==> config.mk <==
export PLATFORM = sky130hd
export DESIGN_NAME = pio_ports
export DESIGN_NICKNAME = d
export VERILOG_FILES = /design/src/pio_ports.v
export VERILOG_INCLUDE_DIRS = /design/src
export SDC_FILE = /design/constraint.sdc
export NUM_CORES = 1
export LEC_CHECK = 0
export ABC_CLOCK_PERIOD_IN_PS = 3500
export BUFFER_PORTS_ARGS = -buffer_cell sky130_fd_sc_hd__buf_4
export CAP_MARGIN = 0
export CORE_UTILIZATION = 33
export DETAILED_ROUTE_END_ITERATION = 10
export PLACE_DENSITY = 0.62
export RECOVER_POWER = 25
export SYNTH_ARGS = -nofsm -noshare
export SYNTH_HDL_FRONTEND = slang
export SYNTH_SLANG_ARGS = --single-unit
==> constraint.sdc <==
create_clock -name pclk -period 3.5 [get_ports pclk]
set_input_delay 0.175 -clock pclk [delete_from_list [all_inputs] [get_ports pclk]]
set_output_delay 0.175 -clock pclk [all_outputs]
set_load 0.01 [all_outputs]
==> src/pio_defs.vh <==
// Constants for the parallel port block: register indices, fields, resets.
// Assumes inclusion by the design and its bench; byte address is 4 x index.
`ifndef PIO_DEFS_VH
`define PIO_DEFS_VH

// ****************************************
// Register indices
// ****************************************
`define PIO_IDX_A_DATA     6'h00
`define PIO_IDX_A_DIR      6'h01
`define PIO_IDX_B_DIR      6'h02
`define PIO_IDX_B_DATA     6'h04
`define PIO_IDX_C_DATA     6'h05
`define PIO_IDX_C_DIR      6'h06
`define PIO_IDX_D_DIR      6'h09
`define PIO_IDX_PA_CTRL    6'h0A
`define PIO_IDX_CAPCMP     6'h0B
`define PIO_IDX_PULLUP     6'h0C
`define PIO_IDX_STATUS     6'h0D

// ****************************************
// Fields and reset values
// ****************************************
`define PIO_SEL_BIT        2
`define PIO_PU_B_BIT       0
`define PIO_PU_C_BIT       1
`define PIO_DIR_RST        8'h00
`define PIO_C_DATA_RST     8'h00
`define PIO_CAPCMP_RST     16'hFFFF
`define PIO_D_DIR_MASK     8'h3F
`define PIO_LINES_MAX      6'h3E
`define PIO_LINES_BUS      6'h10

`endif

==> src/pio_ports.v <==
// Parallel ports A to D: direction, data latches, pin muxing, APB slave.
// Assumes timer, SPI and expanded bus logic on pclk; pins are asynchronous.
`timescale 1ns/1ns
`include "pio_defs.vh"

module pio_ports
(
	// Clock and reset
	input  wire        pclk,
	input  wire        presetn,
	// APB slave
	input  wire        psel,
	input  wire        penable,
	input  wire        pwrite,
	input  wire [7:0]  paddr,
	input  wire [31:0] pwdata,
	input  wire [3:0]  pstrb,
	output wire        pready,
	output reg  [31:0] prdata,
	output reg         pslverr,
	// Mode strap
	input  wire        strap_expanded,
	// Port A pins
	input  wire [7:0]  pa_in,
	output reg  [7:0]  pa_out,
	output reg  [7:0]  pa_oe_n,
	// Port B pins
	input  wire [7:0]  pb_in,
	output reg  [7:0]  pb_out,
	output reg  [7:0]  pb_oe_n,
	output reg         pb_pullup_en,
	// Port C pins
	input  wire [7:0]  pc_in,
	output reg  [7:0]  pc_out,
	output reg  [7:0]  pc_oe_n,
	output reg         pc_pullup_en,
	// Port D bit 5 pin
	input  wire        pd5_in,
	output reg         pd5_oe_n,
	// Timer side
	input  wire [7:0]  timer_drive,
	input  wire [7:0]  timer_level,
	input  wire        capture_load,
	input  wire [15:0] capture_value,
	output wire        capture_compare_select,
	output wire [15:0] shared_capture_compare_reg,
	output wire        fourth_input_capture,
	output wire        pulse_accum_input,
	// SPI side
	input  wire        spi_master,
	output wire        spi_error_detect,
	output wire [5:0]  fourth_port_dir_bits,
	// Expanded bus side
	input  wire [7:0]  high_address,
	input  wire [7:0]  bus_data_out,
	input  wire        bus_data_drive,
	output wire [7:0]  bus_data_in,
	// Mode status
	output reg         expanded_mode,
	output reg  [5:0]  lines_available
);

// ****************************************
// Functions
// ****************************************
// Reads: input bits show the pin, output bits the latch
function [7:0] port_view;
	input [7:0] dir;
	input [7:0] latch;
	input [7:0] pin;
	begin
		port_view = (dir & latch) | (~dir & pin);
	end
endfunction

// ****************************************
// Pin synchronisers
// ****************************************
reg  [7:0]  pa_meta;
reg  [7:0]  pa_sync;
reg  [7:0]  pb_meta;
reg  [7:0]  pb_sync;
reg  [7:0]  pc_meta;
reg  [7:0]  pc_sync;
reg         pd5_meta;
reg         pd5_sync;
reg         strap_meta;
reg         strap_sync;

always @(posedge pclk or negedge presetn)
begin
	if (!presetn)
	begin
		pa_meta    <= 8'h00;
		pa_sync    <= 8'h00;
		pb_meta    <= 8'h00;
		pb_sync    <= 8'h00;
		pc_meta    <= 8'h00;
		pc_sync    <= 8'h00;
		pd5_meta   <= 1'b0;
		pd5_sync   <= 1'b0;
		strap_meta <= 1'b0;
		strap_sync <= 1'b0;
	end
	else
	begin
		pa_meta    <= pa_in;
		pa_sync    <= pa_meta;
		pb_meta    <= pb_in;
		pb_sync    <= pb_meta;
		pc_meta    <= pc_in;
		pc_sync    <= pc_meta;
		pd5_meta   <= pd5_in;
		pd5_sync   <= pd5_meta;
		strap_meta <= strap_expanded;
		strap_sync <= strap_meta;
	end
end

// ****************************************
// Registers
// ****************************************
reg  [7:0]  a_latch;
reg  [7:0]  first_port_dir_bits;
reg  [7:0]  b_latch;
reg  [7:0]  second_port_dir_bits;
reg  [7:0]  third_port_data;
reg  [7:0]  third_port_dir_bits;
reg  [5:0]  d_dir;
reg         sel_capture;
reg  [15:0] capcmp;
reg  [1:0]  pullup_sel;
reg  [1:0]  init_count;

wire        setup_phase = psel & ~penable;
wire        wr_access   = psel & penable & pwrite;
wire [5:0]  idx         = paddr[7:2];
wire        init_busy   = (init_count != 2'h0);
wire        wr_lo       = wr_access & pstrb[0];
wire        wr_hi       = wr_access & pstrb[1];

assign pready                     = 1'b1;
assign capture_compare_select     = sel_capture;
assign shared_capture_compare_reg = capcmp;
assign fourth_port_dir_bits       = d_dir;

// Strap and pin levels reach the latches after two sync stages
always @(posedge pclk or negedge presetn)
begin
	if (!presetn)
	begin
		init_count           <= 2'h3;
		expanded_mode        <= 1'b0;
		lines_available      <= `PIO_LINES_MAX;
		a_latch              <= 8'h00;
		b_latch              <= 8'h00;
		first_port_dir_bits  <= `PIO_DIR_RST;
		second_port_dir_bits <= `PIO_DIR_RST;
		third_port_dir_bits  <= `PIO_DIR_RST;
		third_port_data      <= `PIO_C_DATA_RST;
		d_dir                <= 6'h00;
		sel_capture          <= 1'b0;
		capcmp               <= `PIO_CAPCMP_RST;
		pullup_sel           <= 2'h0;
	end
	else if (init_busy)
	begin
		init_count <= init_count - 2'h1;
		if (init_count == 2'h1)
		begin
			// A and B latches follow the pins as they stood at the first edge after reset
			a_latch         <= pa_sync;
			b_latch         <= pb_sync;
			expanded_mode   <= strap_sync;
			lines_available <= strap_sync ?
				(`PIO_LINES_MAX - `PIO_LINES_BUS) : `PIO_LINES_MAX;
		end
	end
	else
	begin
		if (wr_lo)
		begin
			case (idx)
			`PIO_IDX_A_DATA: a_latch <= pwdata[7:0];
			`PIO_IDX_A_DIR:  first_port_dir_bits <= pwdata[7:0];
			`PIO_IDX_B_DIR:  second_port_dir_bits <= pwdata[7:0];
			`PIO_IDX_B_DATA:
				if (!expanded_mode)
					b_latch <= pwdata[7:0];
			`PIO_IDX_C_DATA:
				if (!expanded_mode)
					third_port_data <= pwdata[7:0];
			`PIO_IDX_C_DIR:  third_port_dir_bits <= pwdata[7:0];
			`PIO_IDX_D_DIR:  d_dir <= pwdata[5:0];
			`PIO_IDX_PA_CTRL: sel_capture <= pwdata[`PIO_SEL_BIT];
			`PIO_IDX_PULLUP: pullup_sel <= pwdata[1:0];
			default: ;
			endcase
		end
		// Capture hardware owns the register while selected
		if (sel_capture && capture_load)
			capcmp <= capture_value;
		else if (!sel_capture && idx == `PIO_IDX_CAPCMP)
		begin
			if (wr_lo)
				capcmp[7:0] <= pwdata[7:0];
			if (wr_hi)
				capcmp[15:8] <= pwdata[15:8];
		end
	end
end

// ****************************************
// Pin drive
// ****************************************
reg  [7:0]  a_timer;

always @*
begin
	// Compare drive on bit 3 only while it is the fifth compare
	a_timer    = timer_drive;
	a_timer[3] = timer_drive[3] & ~sel_capture;
	// Timer wins over the latch; bit 7 shares this path
	pa_out  = (a_timer & timer_level) | (~a_timer & a_latch);
	pa_oe_n = ~(first_port_dir_bits | a_timer);
	if (expanded_mode)
	begin
		pb_out       = high_address;
		pb_oe_n      = 8'h00;
		pb_pullup_en = 1'b0;
		pc_out       = bus_data_out;
		pc_oe_n      = {8{~bus_data_drive}};
		pc_pullup_en = 1'b0;
	end
	else
	begin
		pb_out       = b_latch;
		pb_oe_n      = ~second_port_dir_bits;
		pb_pullup_en = pullup_sel[`PIO_PU_B_BIT];
		pc_out       = third_port_data;
		pc_oe_n      = ~third_port_dir_bits;
		pc_pullup_en = pullup_sel[`PIO_PU_C_BIT];
	end
	// In slave mode the SPI block owns the pin
	pd5_oe_n = ~(spi_master & d_dir[5]);
end

// Pin level feeds the capture even when software drives it
assign fourth_input_capture = pa_sync[3] & sel_capture;
assign pulse_accum_input    = pa_sync[7];
assign spi_error_detect     = spi_master & ~d_dir[5] & pd5_sync;
assign bus_data_in          = pc_sync;

// ****************************************
// APB read path
// ****************************************
// Loaded in setup so data and error stand through the access cycle
always @(posedge pclk or negedge presetn)
begin
	if (!presetn)
	begin
		prdata  <= 32'h00000000;
		pslverr <= 1'b0;
	end
	else if (setup_phase)
	begin
		prdata  <= 32'h00000000;
		pslverr <= 1'b0;
		case (idx)
		`PIO_IDX_A_DATA:
			prdata[7:0] <= port_view(first_port_dir_bits, a_latch,
				pa_sync);
		`PIO_IDX_A_DIR:  prdata[7:0] <= first_port_dir_bits;
		`PIO_IDX_B_DIR:  prdata[7:0] <= second_port_dir_bits;
		`PIO_IDX_B_DATA:
			if (expanded_mode)
				pslverr <= 1'b1;
			else
				prdata[7:0] <= port_view(second_port_dir_bits, b_latch,
					pb_sync);
		`PIO_IDX_C_DATA:
			if (expanded_mode)
				pslverr <= 1'b1;
			else
				prdata[7:0] <= port_view(third_port_dir_bits,
					third_port_data, pc_sync);
		`PIO_IDX_C_DIR:  prdata[7:0] <= third_port_dir_bits;
		`PIO_IDX_D_DIR:  prdata[5:0] <= d_dir;
		`PIO_IDX_PA_CTRL: prdata[`PIO_SEL_BIT] <= sel_capture;
		`PIO_IDX_CAPCMP: prdata[15:0] <= capcmp;
		`PIO_IDX_PULLUP: prdata[1:0] <= pullup_sel;
		`PIO_IDX_STATUS: prdata[7:0] <= {1'b0, expanded_mode,
			lines_available};
		default: pslverr <= 1'b1;
		endcase
	end
end

endmodule // pio_ports

======== Word-level counts from Yosys, hierarchy flattened ========
Cells that the tools add are included.
storage, ports and cells
  register bits after elaboration ......... 151
  input bits .............................. 126
  output and inout bits ................... 126
  logic and storage cells ................. 129
operators by class
  add/sub/neg operators ................... 1
  eq/ne operators ......................... 13
  mux-type cells .......................... 29
  bitwise operators ....................... 35
  reductions and logical operators ........ 25
operators by type and width
  cell                                            number
  2-to-1 mux 8 bit                                18
  bitwise AND 8 bit                               8
  NOT 8 bit                                       5
  bitwise OR 8 bit                                5
  2-to-1 mux 16 bit                               2
  == test 6 x 4 -> 1 bit (second input constant)  5
  one-hot mux 3 bit (9 select lines)              1
  AND reduction 3 bit                             9
  one-hot mux 2 bit (10 select lines)             1
  == test 6 x 3 -> 1 bit (second input constant)  3
  one-hot mux 2 bit (8 select lines)              1
  nonzero test 2 bit                              7
  bitwise AND 1 bit                               10
  one-hot mux 1 bit (10 select lines)             1
  OR reduction 9 bit                              1
  AND reduction 4 bit                             2
  NOT 1 bit                                       7
  == test 6 x 1 -> 1 bit (second input constant)  1
  == test 6 x 2 -> 1 bit (second input constant)  1
  logical NOT 6 bit                               1
  2-to-1 mux 5 bit                                1
  != test 2 x 1 -> 1 bit (second input constant)  2
  2-to-1 mux 1 bit                                3
  == test 2 x 1 -> 1 bit (second input constant)  1
  6 further kinds                                 7

======== Depth between registers and ports, before layout ========
Gate-level depths: netlist of run 1.
  depth after elaboration ................. 6
  depth in mapped cells ................... 9
  depth with buffers taken out ............ 7

======== Worst setup path after synthesis of run 1 ========
Ideal clock, no wire load.
  path type ............................... register -> register
  start point ............................. register init_count[0]
  end point ............................... register b_latch[6]
  library setup time ...................... 136 ps
  data arrival time ....................... 1757 ps
  data required time ...................... 3364 ps
  slack ................................... 1607 ps
  stages on the path, launching flop included .. 9
  path buffers ............................ 2
  period minus slack after synthesis ...... 1893 ps
  path through ............................ dfstp_2 > inv_1 > ha_1 > clkbuf_1 > inv_1 > nor2_2 > a21oi_1 > clkbuf_1 > o21ai_0
on the way
  longest elaborated chain between the ends .. 3
  elaborated cells between the ends (all ways) .. 8
  classes of those cells .................. 3 x eq/ne; 1 x mux; 4 x reduce/logical
RTL lines
  what                                                                           line                              text
  start: declaration                                                             pio_ports.v:133                   reg [1:0] init_count;
  start signal: assignment                                                       pio_ports.v:168                   init_count <= init_count - 2'h1;
  == test 2 x 1 -> 1 bit / nonzero test 2 bit (equally long branches)            pio_ports.v:169, pio_ports.v:138
  != test 2 x 1 -> 1 bit (no line) / nonzero test 2 bit (equally long branches)  --
  AND reduction 4 bit (no line)                                                  --
  end signal: assignment                                                         pio_ports.v:173                   b_latch <= pb_sync;
  end signal: assignment                                                         pio_ports.v:189                   b_latch <= pwdata[7:0];
  end: declaration                                                               pio_ports.v:125                   reg [7:0] b_latch;
Parallel ways exist; a longest one is shown, timed or not.
A chain may end at the register's enable or synchronous reset.

======== Final worst setup path of run 1 ========
  start point ............................. register init_count[0]
  end point ............................... register a_latch[7]
on the way
  longest elaborated chain between the ends .. 3
  elaborated cells between the ends (all ways) .. 7
  classes of those cells .................. 2 x eq/ne; 1 x mux; 4 x reduce/logical
RTL lines
  what                                                                           line                              text
  == test 2 x 1 -> 1 bit / nonzero test 2 bit (equally long branches)            pio_ports.v:169, pio_ports.v:138
  != test 2 x 1 -> 1 bit (no line) / nonzero test 2 bit (equally long branches)  --
  AND reduction 3 bit (no line)                                                  --
  end signal: assignment                                                         pio_ports.v:172                   a_latch <= pa_sync;
  end signal: assignment                                                         pio_ports.v:184                   `PIO_IDX_A_DATA: a_latch <= pwdata[7:0];
  end: declaration                                                               pio_ports.v:123                   reg [7:0] a_latch;
Parallel ways exist; a longest one is shown, timed or not.

==> results of run 1 <==
[power by group through the flow]
stage               Clock (mW)  Combinational (mW)  Sequential [mW]
global route              1.97               0.627             1.95
global placement             0               0.550             1.97
CTS                       1.89               0.583             1.95
finish                    1.85               0.574             1.94
detailed placement           0               0.558             1.97
floorplan                    0               0.213             1.97
[worst max path at each step]
stage | from | end | slack [ns] | cells after the start
floorplan | init_count[0]$_DFFE_PN1N_ | b_latch[6]$_DFFE_PN0P_ | 1.61 | 8
global placement | paddr[7] | a_latch[1]$_DFFE_PN0P_ | 1.21 | 6
detailed placement | init_count[0]$_DFFE_PN1N_ | a_latch[1]$_DFFE_PN0P_ | 1.19 | 6
CTS | init_count[0]$_DFFE_PN1N_ | a_latch[7]$_DFFE_PN0P_ | 1.19 | 6
global route | init_count[0]$_DFFE_PN1N_ | a_latch[3]$_DFFE_PN0P_ | 0.97 | 6
finish | init_count[0]$_DFFE_PN1N_ | a_latch[7]$_DFFE_PN0P_ | 1.22 | 6
[cells in the mapped netlist (all sizes together) (3+ instances only)]
cell type,n
nor2b,9
clkbuf,19
dfstp,19
o22ai,7
mux2,67
dfrtp,127
a31oi,20
o32ai,3
nand2b,3
a21oi,42
mux2i,48
and3,4
a221oi,5
nor3b,4
nand2,59
nor3,6
a21o,5
buf,36
o21ai,37
and2,4
inv,10
a22oi,4
nor2,26
[kinds of logic (layout without fill, tap and decap cells)]
logic type / after synthesis / count (layout) / synth area share [%]
multiplexers: 115 / 115 / 18.0
flip-flops: 146 / 146 / 53.7
XOR/XNOR: 1 / 1 / 0.128
adder cells (fa/ha/maj): 2 / 2 / 0.365
AO/OA/AOI/OAI: 137 / 137 / 12.5
buffers and inverters: 66 / 284 / 5.11
other: 2 / 22 / 0.110
AND/OR/NAND/NOR: 132 / 132 / 10.2
[layer usage]
metal	global-route usage, %	part of all wire [%]	up-vias
met3	5.63	6.1	15
met2	33.3	49	186
met5	0	0	-
met1	26.4	44	2750
li1	-	-	2574
met4	4.69	1.0	0
[worst min-delay path, cell delays in order]
cell	delay [ns]
buf_4	0.10
mux2i_1	0.11
a31oi_1	0.10
[through the flow]
step	utilization, %	setup slack [ns]	cell area, µm²	power, mW
3_5_place_dp	42.4	1.19	8600	2.53
6_report	46.6	1.22	9450	4.37
2_1_floorplan	-	1.61	6930	2.18
5_1_grt	46.6	0.974	9450	4.55
4_1_cts	46.6	1.19	9460	4.42
3_3_place_gp	42.4	1.21	8600	2.52
[cell type report]
type / instances / area, µm²
repair buffers: 243 / 1900
flip-flops and latches: 146 / 3680
fillers: 1978 / 10800
clock inverters: 8 / 129
clock buffers: 22 / 464
inverters: 11 / 41.3
well taps: 270 / 338
multi-input cells: 409 / 2900
==> impl_metrics.tcl, run 1 <==
set metrics [dict create \
    final_common_cell "buf_4" \
    synth-main-ff-cell "dfrtp_1" \
    synth.ff_latch_count 146 \
    clock_latency_ns 0.42 \
    cts.clk_slew.worst_paths_ns 0.06 \
    dp.final_hpwl_um 15200 \
    synthTopCellsByArea "dfrtp_1 46%, mux2_2 11%, dfstp_2 7.3%, mux2i_1 7.0%, a21oi_1 3.1%" \
    post_cts.repair.setup_buffers 0 \
    r2r-end "a_latch[7]$_DFFE_PN0P_" \
    drc_errors 0 \
    finClkSkew_ns 0.00806 \
    track_usage_pct 20.2 \
    leakage_nw 4.62 \
    worstMarginPinSlew_ns 1.75 \
    netlist.area_leader.share_pct 46.4 \
    vias 5525 \
    drt_iter0_markers 381 \
    cts_max_level 4 \
    critPathMostFrequentCell "inv_1" \
    synthDistinctLibCells 60 \
    timing.hold.ws_ns 0.0719 \
    yosysTopAreaCell "dfrtp_1" \
    clockPowerShare_pct 42.4 \
    cts_resized 0 \
    area_growth_pct 38.0 \
    synth_area_um2 6850 \
    place_inst 1052 \
    max_freq_mhz 438 \
    tns_ns 0 \
    wl_um 21100 \
    yosys_warnings 0 \
    p_int_mw 3.29 \
    vdd_drop_max_mv 0.304 \
    cp.required_ns 3.75 \
    cts_tree "done" \
    hold_end "shared_capture_compare_reg[9]$_DFFE_PN1P_" \
    finalCriticalPeriod_ns 2.28 \
    antenna_found_initial 0 \
    arrival_ns 2.53 \
    hp-start "capture_value[9]" \
    die_w_um 146 \
    r2r_cells 6 \
    vias_per_cell 4.98 \
    cp_slowest_cell "a21oi_1" \
    power_density_nw_per_um2 462 \
    grt_max_degree 82 \
    ant_nets 0 \
    power_switching_mw 1.08 \
    status "finished with violations" \
    antenna_cells 0 \
    coreArea_um2 20300 \
    ctsHoldBuffers 27 \
    violations "capacitance limit, slew limit" \
    worst_setup_path_start_kind "flop" \
    gp_congestion 0.882 \
    drive_gt1_share_pct 40.9 \
    final_cells 1109 \
    max_stage_delay_ns 0.88 \
    hold_viol_final 0 \
    cp_cell_sequence "inv_1, ha_2, inv_1, nor2_2, a21oi_1, o21ai_0" \
    layout.nets 956 \
    ys_seq_area_share_pct 53.7 \
    reg2reg_slack_ns 1.22 \
    p_sw_share_pct 24.6 \
    hold_depth 3 \
    min_path_type "in -> reg" \
    overflow 0 \
    port_buffers 209 \
    period_share_pct 65.2 \
    dieArea_um2 21300 \
    end_kind "flop" \
    crit_buf_inv 2 \
    clock_sinks 146 \
    initial_core_util_pct 33.8 \
    boundaryPins 252 \
    first_pass_iters 5 \
    drv.max_cap_violation_count 1 \
    final_cell_mix "188 x buf_4, 127 x dfrtp_1, 67 x mux2_2" \
    cp_top_family "compound AO/OA/AOI/OAI gates" \
    combinationalPowerShare_pct 13.1 \
    cts_buffers 17 \
    reg2reg_from "init_count[0]$_DFFE_PN1N_" \
    root_buffer "clkbuf_16" \
    grt_pass1_wl_um 32400 \
    fp-row-count 52 \
    synth_edf_count 0 \
    critical_path_class "reg -> reg" \
    slew_viol_final 66 \
    slew_headroom_pct -16.8 \
    syn_area_per_cell_um2 11.4 \
    clock_path_buffers 2 \
    setup_viol 0 \
    power_frac_seq_pct 44.4 \
    grt_pass1_vias 5577 \
    fp.dieH_um 146 \
    rsz0062_at_grt "false" \
    syn_inst 601 \
    wl_per_cell_um 19.0 \
    crit_path_max_fanout 16 \
    async_flop_share_pct 100 \
]
Note: power is estimated with default switching activity, not from simulation.
==> run 2: changes to the inputs <==
--- a/config.mk
+++ b/config.mk
@@ -6,7 +6,7 @@
 export SDC_FILE = /design/constraint.sdc
 export NUM_CORES = 1
 export LEC_CHECK = 0
-export ABC_CLOCK_PERIOD_IN_PS = 3500
+export ABC_CLOCK_PERIOD_IN_PS = 2200
 export BUFFER_PORTS_ARGS = -buffer_cell sky130_fd_sc_hd__buf_4
 export CAP_MARGIN = 0
 export CORE_UTILIZATION = 33
==> constraint.sdc (replaced) <==
create_clock -name pclk -period 2.2 [get_ports pclk]
set_input_delay 0.11 -clock pclk [delete_from_list [all_inputs] [get_ports pclk]]
set_output_delay 0.11 -clock pclk [all_outputs]
set_load 0.01 [all_outputs]
==> run 2 against run 1 <==
Against the previous run: the flow now finishes without violations; die area stayed put; clock skew grew 0.0076 ns; core utilization grew 1.5 points; power grew 61%; sequential power grew 59%; setup slack got worse by 1.0 ns; non-clock buffer count increased by 33; clock power up 62%; worst hold slack worse by 0.061 ns; sequential share of layout area decreased by 1.2 points; combinational power rose by 65%; critical path depth decreased by 1.
==> impl_metrics.tcl, run 2 (synthesis gave the netlist of run 1 again) <==
set metrics [dict create \
    status "finished clean" \
    wl_per_cell_um 18.7 \
    vdd_drop_max_mv 0.530 \
    final_cell_mix "206 x buf_4, 127 x dfrtp_1, 67 x mux2_2" \
    cp_slowest_cell "dfrtp_1" \
    min_path_type "in -> reg" \
    drc_errors 0 \
    crit_path_max_fanout 28 \
    worstMarginPinSlew_ns 1.37 \
    cts.clk_slew.worst_paths_ns 0.06 \
    clock_path_buffers 2 \
    post_cts.repair.setup_buffers 0 \
    dieArea_um2 21300 \
    fp.dieH_um 146 \
    cp.required_ns 2.09 \
    clock_sinks 146 \
    finClkSkew_ns 0.0157 \
    leakage_nw 4.79 \
    cts_tree "done" \
    cts_buffers 17 \
    tns_ns 0 \
    first_pass_iters 5 \
    antenna_cells 0 \
    port_buffers 209 \
    ant_nets 0 \
    max_stage_delay_ns 0.49 \
    multi_input_area_um2 2910 \
    grt_max_degree 51 \
    layout.nets 989 \
    antenna_found_initial 0 \
    slew_viol_final 0 \
    power_density_nw_per_um2 719 \
    arrival_ns 1.90 \
    worst_setup_path_start_kind "flop" \
    area_growth_pct 42.5 \
    dp.final_hpwl_um 15700 \
    grt_pass1_wl_um 32700 \
    overflow 0 \
    die_w_um 146 \
    gp_congestion 0.889 \
    drv.max_cap_violation_count 0 \
    root_buffer "clkbuf_16" \
    fin_util_pct 48.1 \
    boundaryPins 252 \
    cts_max_level 4 \
    vias 5688 \
    final_common_cell "buf_4" \
    drive_gt1_share_pct 42.2 \
    seq_area_um2 3680 \
    wl_um 21400 \
    slew_headroom_pct 8.71 \
    track_usage_pct 20.5 \
    setup_viol 0 \
    period_share_pct 91.3 \
    hold_viol_final 0 \
    vias_per_cell 4.97 \
    initial_core_util_pct 33.8 \
    grt_pass1_vias 5707 \
    fillCellCount 1948 \
    cp_cell_sequence "buf_6, clkinv_1, buf_4, a21oi_1, buf_4" \
    finalCriticalPeriod_ns 2.01 \
    end_kind "primary output" \
    rsz0062_at_grt "false" \
    critPathMostFrequentCell "buf_4" \
    max_freq_mhz 498 \
    fp-row-count 52 \
    clock_latency_ns 0.43 \
    critical_path_class "reg -> out" \
    drt_iter0_markers 343 \
    coreArea_um2 20300 \
]
run 2: cell count changes in the layout (fill, tap and decap cells not counted), sizes merged:
cell,before,now
dlygate4sd3,27,40
inv,11,17
clkbuf,49,45
clkinvlp,1,2
buf,189,209
bufinv,3,2
run 2: worst max-delay path, delay by kind of cell, from the launching register on:
family          cells  cell delay, ns
compound gates      1            0.18
flops               1            0.49
buf+inv             4            0.79
run 2: final cells by class:
type	count	share of cell area (%)
Timing Repair Buffer	276	22.5
Inverter	11	0.423
Multi-Input combinational cell	409	29.8
Tap cell	270	3.46
Sequential cell	146	37.7
Clock inverter	14	1.69
Clock buffer	18	4.50
run 2: where the power goes:
group / total [mW] / internal [mW] / switching [mW]
registers: 3.09 / 2.93 / 0.157
clock network: 2.99 / 1.74 / 1.26
logic: 0.948 / 0.500 / 0.447
total: 7.02 / 5.16 / 1.86
run 2: repair_timing:
action,in CTS,in global routing
setup endpoints to repair,0,12
hold buffers,39,1
gates resized for setup,0,2
endpoints found under the hold margin,84,3
run 2: routing by layer:
layer  global-route usage, %  routed length, µm  vias to the layer above
li1                        -                  -                     2634
met1                    26.2               9010                     2774
met2                    32.5              10100                      249
met3                    6.53               1770                       31
met4                    7.34                469                        0
met5                       0                  0                        -
run 2: path summary, 6_finish.rpt:
path	slack, ns	to	start	cells past startpoint
min	0.01	shared_capture_compare_reg[9]$_DFFE_PN1P_	pwdata[9]	3
min in group asynchronous	0.54	pa_meta[1]$_DFF_PN0_	presetn	2
max in group asynchronous	0.70	lines_available[4]$_DFFE_PN1P_	presetn	3
max reg2reg	0.21	shared_capture_compare_reg[10]$_DFFE_PN1P_	capture_compare_select$_DFFE_PN0P_	5
min reg2reg	0.35	pa_sync[5]$_DFF_PN0_	pa_meta[5]$_DFF_PN0_	0
max	0.19	pc_oe_n[2]	expanded_mode$_DFFE_PN0P_	5
run 2: per-stage QoR:
stage | total power, mW | setup WS [ns] | cells | hold WS [ns] | instance area [µm²]
global placement | 4.03 | 0.116 | 1072 | 0.0964 | 8760
global route | 7.30 | 0.0703 | 1144 | 0.00687 | 9770
detailed placement | 4.04 | 0.00867 | 1072 | 0.0953 | 8760
CTS | 7.10 | 0.0142 | 1143 | 0.000154 | 9750
floorplan | 3.47 | 0.307 | 621 | -0.186 | 6930
finish | 7.02 | 0.191 | 1144 | 0.0104 | 9770
==> run 3: changes to the inputs <==
--- a/config.mk
+++ b/config.mk
@@ -6,6 +6,7 @@
 export SDC_FILE = /design/constraint.sdc
 export NUM_CORES = 1
 export LEC_CHECK = 0
+export ABC_AREA = 1
 export ABC_CLOCK_PERIOD_IN_PS = 2200
 export BUFFER_PORTS_ARGS = -buffer_cell sky130_fd_sc_hd__buf_4
 export CAP_MARGIN = 0
==> run 3 against run 2 <==
Against the previous run: the flow now finishes with violations (capacitance limit, slew limit); synthesized cell count up 43%; critical path depth is 1 lower; final cell count up 22%; first-iteration DRC count grew 28%; register-to-register slack gained 0.18 ns; power fell by 6.6%; largest power group is now the clock network; highest routed layer unchanged.
==> impl_metrics.tcl, run 3 <==
set metrics [dict create \
    cts_tree "done" \
    synth-main-ff-cell "dfrtp_1" \
    slew_headroom_pct -6.27 \
    power_density_nw_per_um2 671 \
    root_buffer "clkbuf_16" \
    yosysTopAreaCell "dfrtp_1" \
    period_share_pct 85.2 \
    hold_viol_final 0 \
    synthDistinctLibCells 28 \
    post_dp_cell_area_um2 8780 \
    synth_area_um2 6980 \
    max_freq_mhz 533 \
    wl_per_cell_um 15.6 \
    clock_path_buffers 2 \
    final_common_cell "nand2_1" \
    first_pass_iters 4 \
    layout.nets 1239 \
    worst_setup_path_start_kind "flop" \
    dieArea_um2 21700 \
    slew_viol_final 24 \
    boundaryPins 252 \
    synthTopCellsByArea "dfrtp_1 46%, nand2_1 16%, o21ai_0 8.8%, dfstp_2 7.1%, inv_1 3.8%" \
    antenna_found_initial 0 \
    reg2reg_from "init_count[0]$_DFFE_PN1N_" \
    clock_latency_ns 0.43 \
    cts.clk_slew.worst_paths_ns 0.06 \
    min_path_type "in -> reg" \
    fp.dieH_um 147 \
    finClkSkew_ns 0.00778 \
    cts_max_level 4 \
    critical_path.startpoint "expanded_mode$_DFFE_PN0P_" \
    grt_max_degree 63 \
    synth_edf_count 0 \
    cp_slowest_cell "dfrtp_1" \
    drc_errors 0 \
    cp.required_ns 2.09 \
    fp-row-count 52 \
    async_flop_share_pct 100 \
    syn_area_per_cell_um2 8.11 \
    ant_nets 0 \
    yosysMostFrequentCell "nand2_1" \
    ys_seq_area_share_pct 52.7 \
    synth.ff_latch_count 146 \
    drive_gt1_share_pct 27.7 \
    die_w_um 147 \
    leakage_nw 4.90 \
    fin_area_um2 9770 \
    coreArea_um2 20500 \
    worstMarginPinSlew_ns 1.59 \
    final_cell_mix "304 x nand2_1, 192 x buf_4, 127 x dfrtp_1" \
    netlist.area_leader.share_pct 45.5 \
    synth_compound_area_share_pct 11.6 \
    track_usage_pct 20.6 \
    port_buffers 209 \
    setup_viol 0 \
    hp-start "capture_value[2]" \
    status "finished with violations" \
    fin_util_pct 47.7 \
    grt_pass1_vias 6068 \
    grt_pass1_wl_um 33500 \
    wl_um 21800 \
    synth_mux_area_share_pct 1.15 \
    violations "capacitance limit, slew limit" \
    cp_cell_sequence "inv_1, or2_2, o21ai_0, buf_4" \
    overflow 0 \
    vdd_drop_max_mv 0.532 \
    cts_resized 0 \
    cts_buffers 17 \
    drv.max_cap_violation_count 1 \
    crit_path_max_fanout 12 \
    area_growth_pct 39.9 \
    finalCriticalPeriod_ns 1.88 \
    synth_common_cells "304 x nand2_1, 127 x dfrtp_1, 123 x o21ai_0" \
    drt_iter0_markers 439 \
    vias 6412 \
    initial_core_util_pct 34.1 \
    tns_ns 0 \
    critical_path_class "reg -> out" \
    end_kind "primary output" \
    synth_top_family_by_area "simple AND/OR/NAND/NOR gates" \
    syn_inst 861 \
    arrival_ns 1.77 \
    vias_per_cell 4.60 \
    yosys_warnings 0 \
    dp.final_hpwl_um 16200 \
    synth-simple-area-share_pct 25.7 \
    gp_congestion 0.869 \
    max_stage_delay_ns 0.41 \
    synth-adder-area-share_pct 0.358 \
    synth_xor_area_share_pct 0.125 \
    rsz0062_at_grt "false" \
    antenna_cells 0 \
    clock_sinks 146 \
]
==> run 3: changes by cell type in the layout (fill, tap and decap cells not counted), sizes merged, moves of 9 or more <==
cell,previous run,this run
a21oi,42,6
a31oi,20,1
buf,209,194
inv,17,76
mux2,67,0
mux2i,48,8
nand2,59,311
nand3,2,44
nor2,26,71
nor2b,9,0
o21ai,37,141
==> run 3: kinds of logic (layout without fill, tap and decap cells) <==
family / after synthesis / in the layout
other: 2 / 22
muxes: 8 / 8
buffers and inverters: 121 / 364
and+or+nand+nor: 432 / 432
DFF: 146 / 146
xor gates and xnor gates: 1 / 1
AOI/OAI and AO/OA: 149 / 149
adders and majority gates: 2 / 2
==> run 3: final timing paths <==
| path | to | slack [ns] | cells past startpoint |
|---|---|---|---|
| worst max-delay path | pc_oe_n[7] | 0.32 | 4 |
| worst min-delay path | shared_capture_compare_reg[2]$_DFFE_PN1P_ | 0.01 | 3 |
| worst max register to register | b_latch[3]$_DFFE_PN0P_ | 0.39 | 8 |
| worst min register to register | pa_sync[6]$_DFF_PN0_ | 0.34 | 0 |
| max in group asynchronous | lines_available[4]$_DFFE_PN1P_ | 0.49 | 3 |
| min in group asynchronous | pb_meta[2]$_DFF_PN0_ | 0.63 | 2 |
==> run 3: cell type report <==
class	instances	area, µm²
clock inverters	14	179
flip-flops and latches	146	3680
fillers	2021	10700
inverters	72	270
multi-input cells	614	2810
clock buffers	18	429
repair buffers	260	2070
well taps	270	338
==> run 3: routing by layer <==
layer	global-route usage (%)	wire, µm	vias up
met1	28.1	9830	2987
met5	0	0	-
met2	32.7	10200	215
li1	-	-	3188
met3	3.92	1300	22
met4	7.37	412	0
==> run 3: per-stage QoR <==
stage          worst slack, ns  std cells  total power, mW  hold slack, ns
3_5_place_dp             0.387       1323             3.57       -0.000995
3_3_place_gp             0.415       1323             3.55        -0.00307
4_1_cts                  0.305       1394             6.64         0.00270
5_1_grt                  0.220       1394             6.81         0.00923
2_1_floorplan            0.519        881             3.17          -0.186
6_report                 0.325       1394             6.56          0.0106
==> run 3: power breakdown <==
group,switching (mW),internal [mW]
Combinational,0.368,0.331
Sequential,0.0676,2.80
Clock,1.20,1.80
==> run 3: critical path, delay by kind of cell (launching register included) <==
family          cells  cell delay (ns)
buf+inv             2             0.41
compound gates      1             0.11
simple gates        1             0.41
flops               1             0.41
==> run 3: repair_timing <==
action                    CTS  global route
hold endpoints to repair  161             0
hold buffers               39             0
buffers inserted            0             0
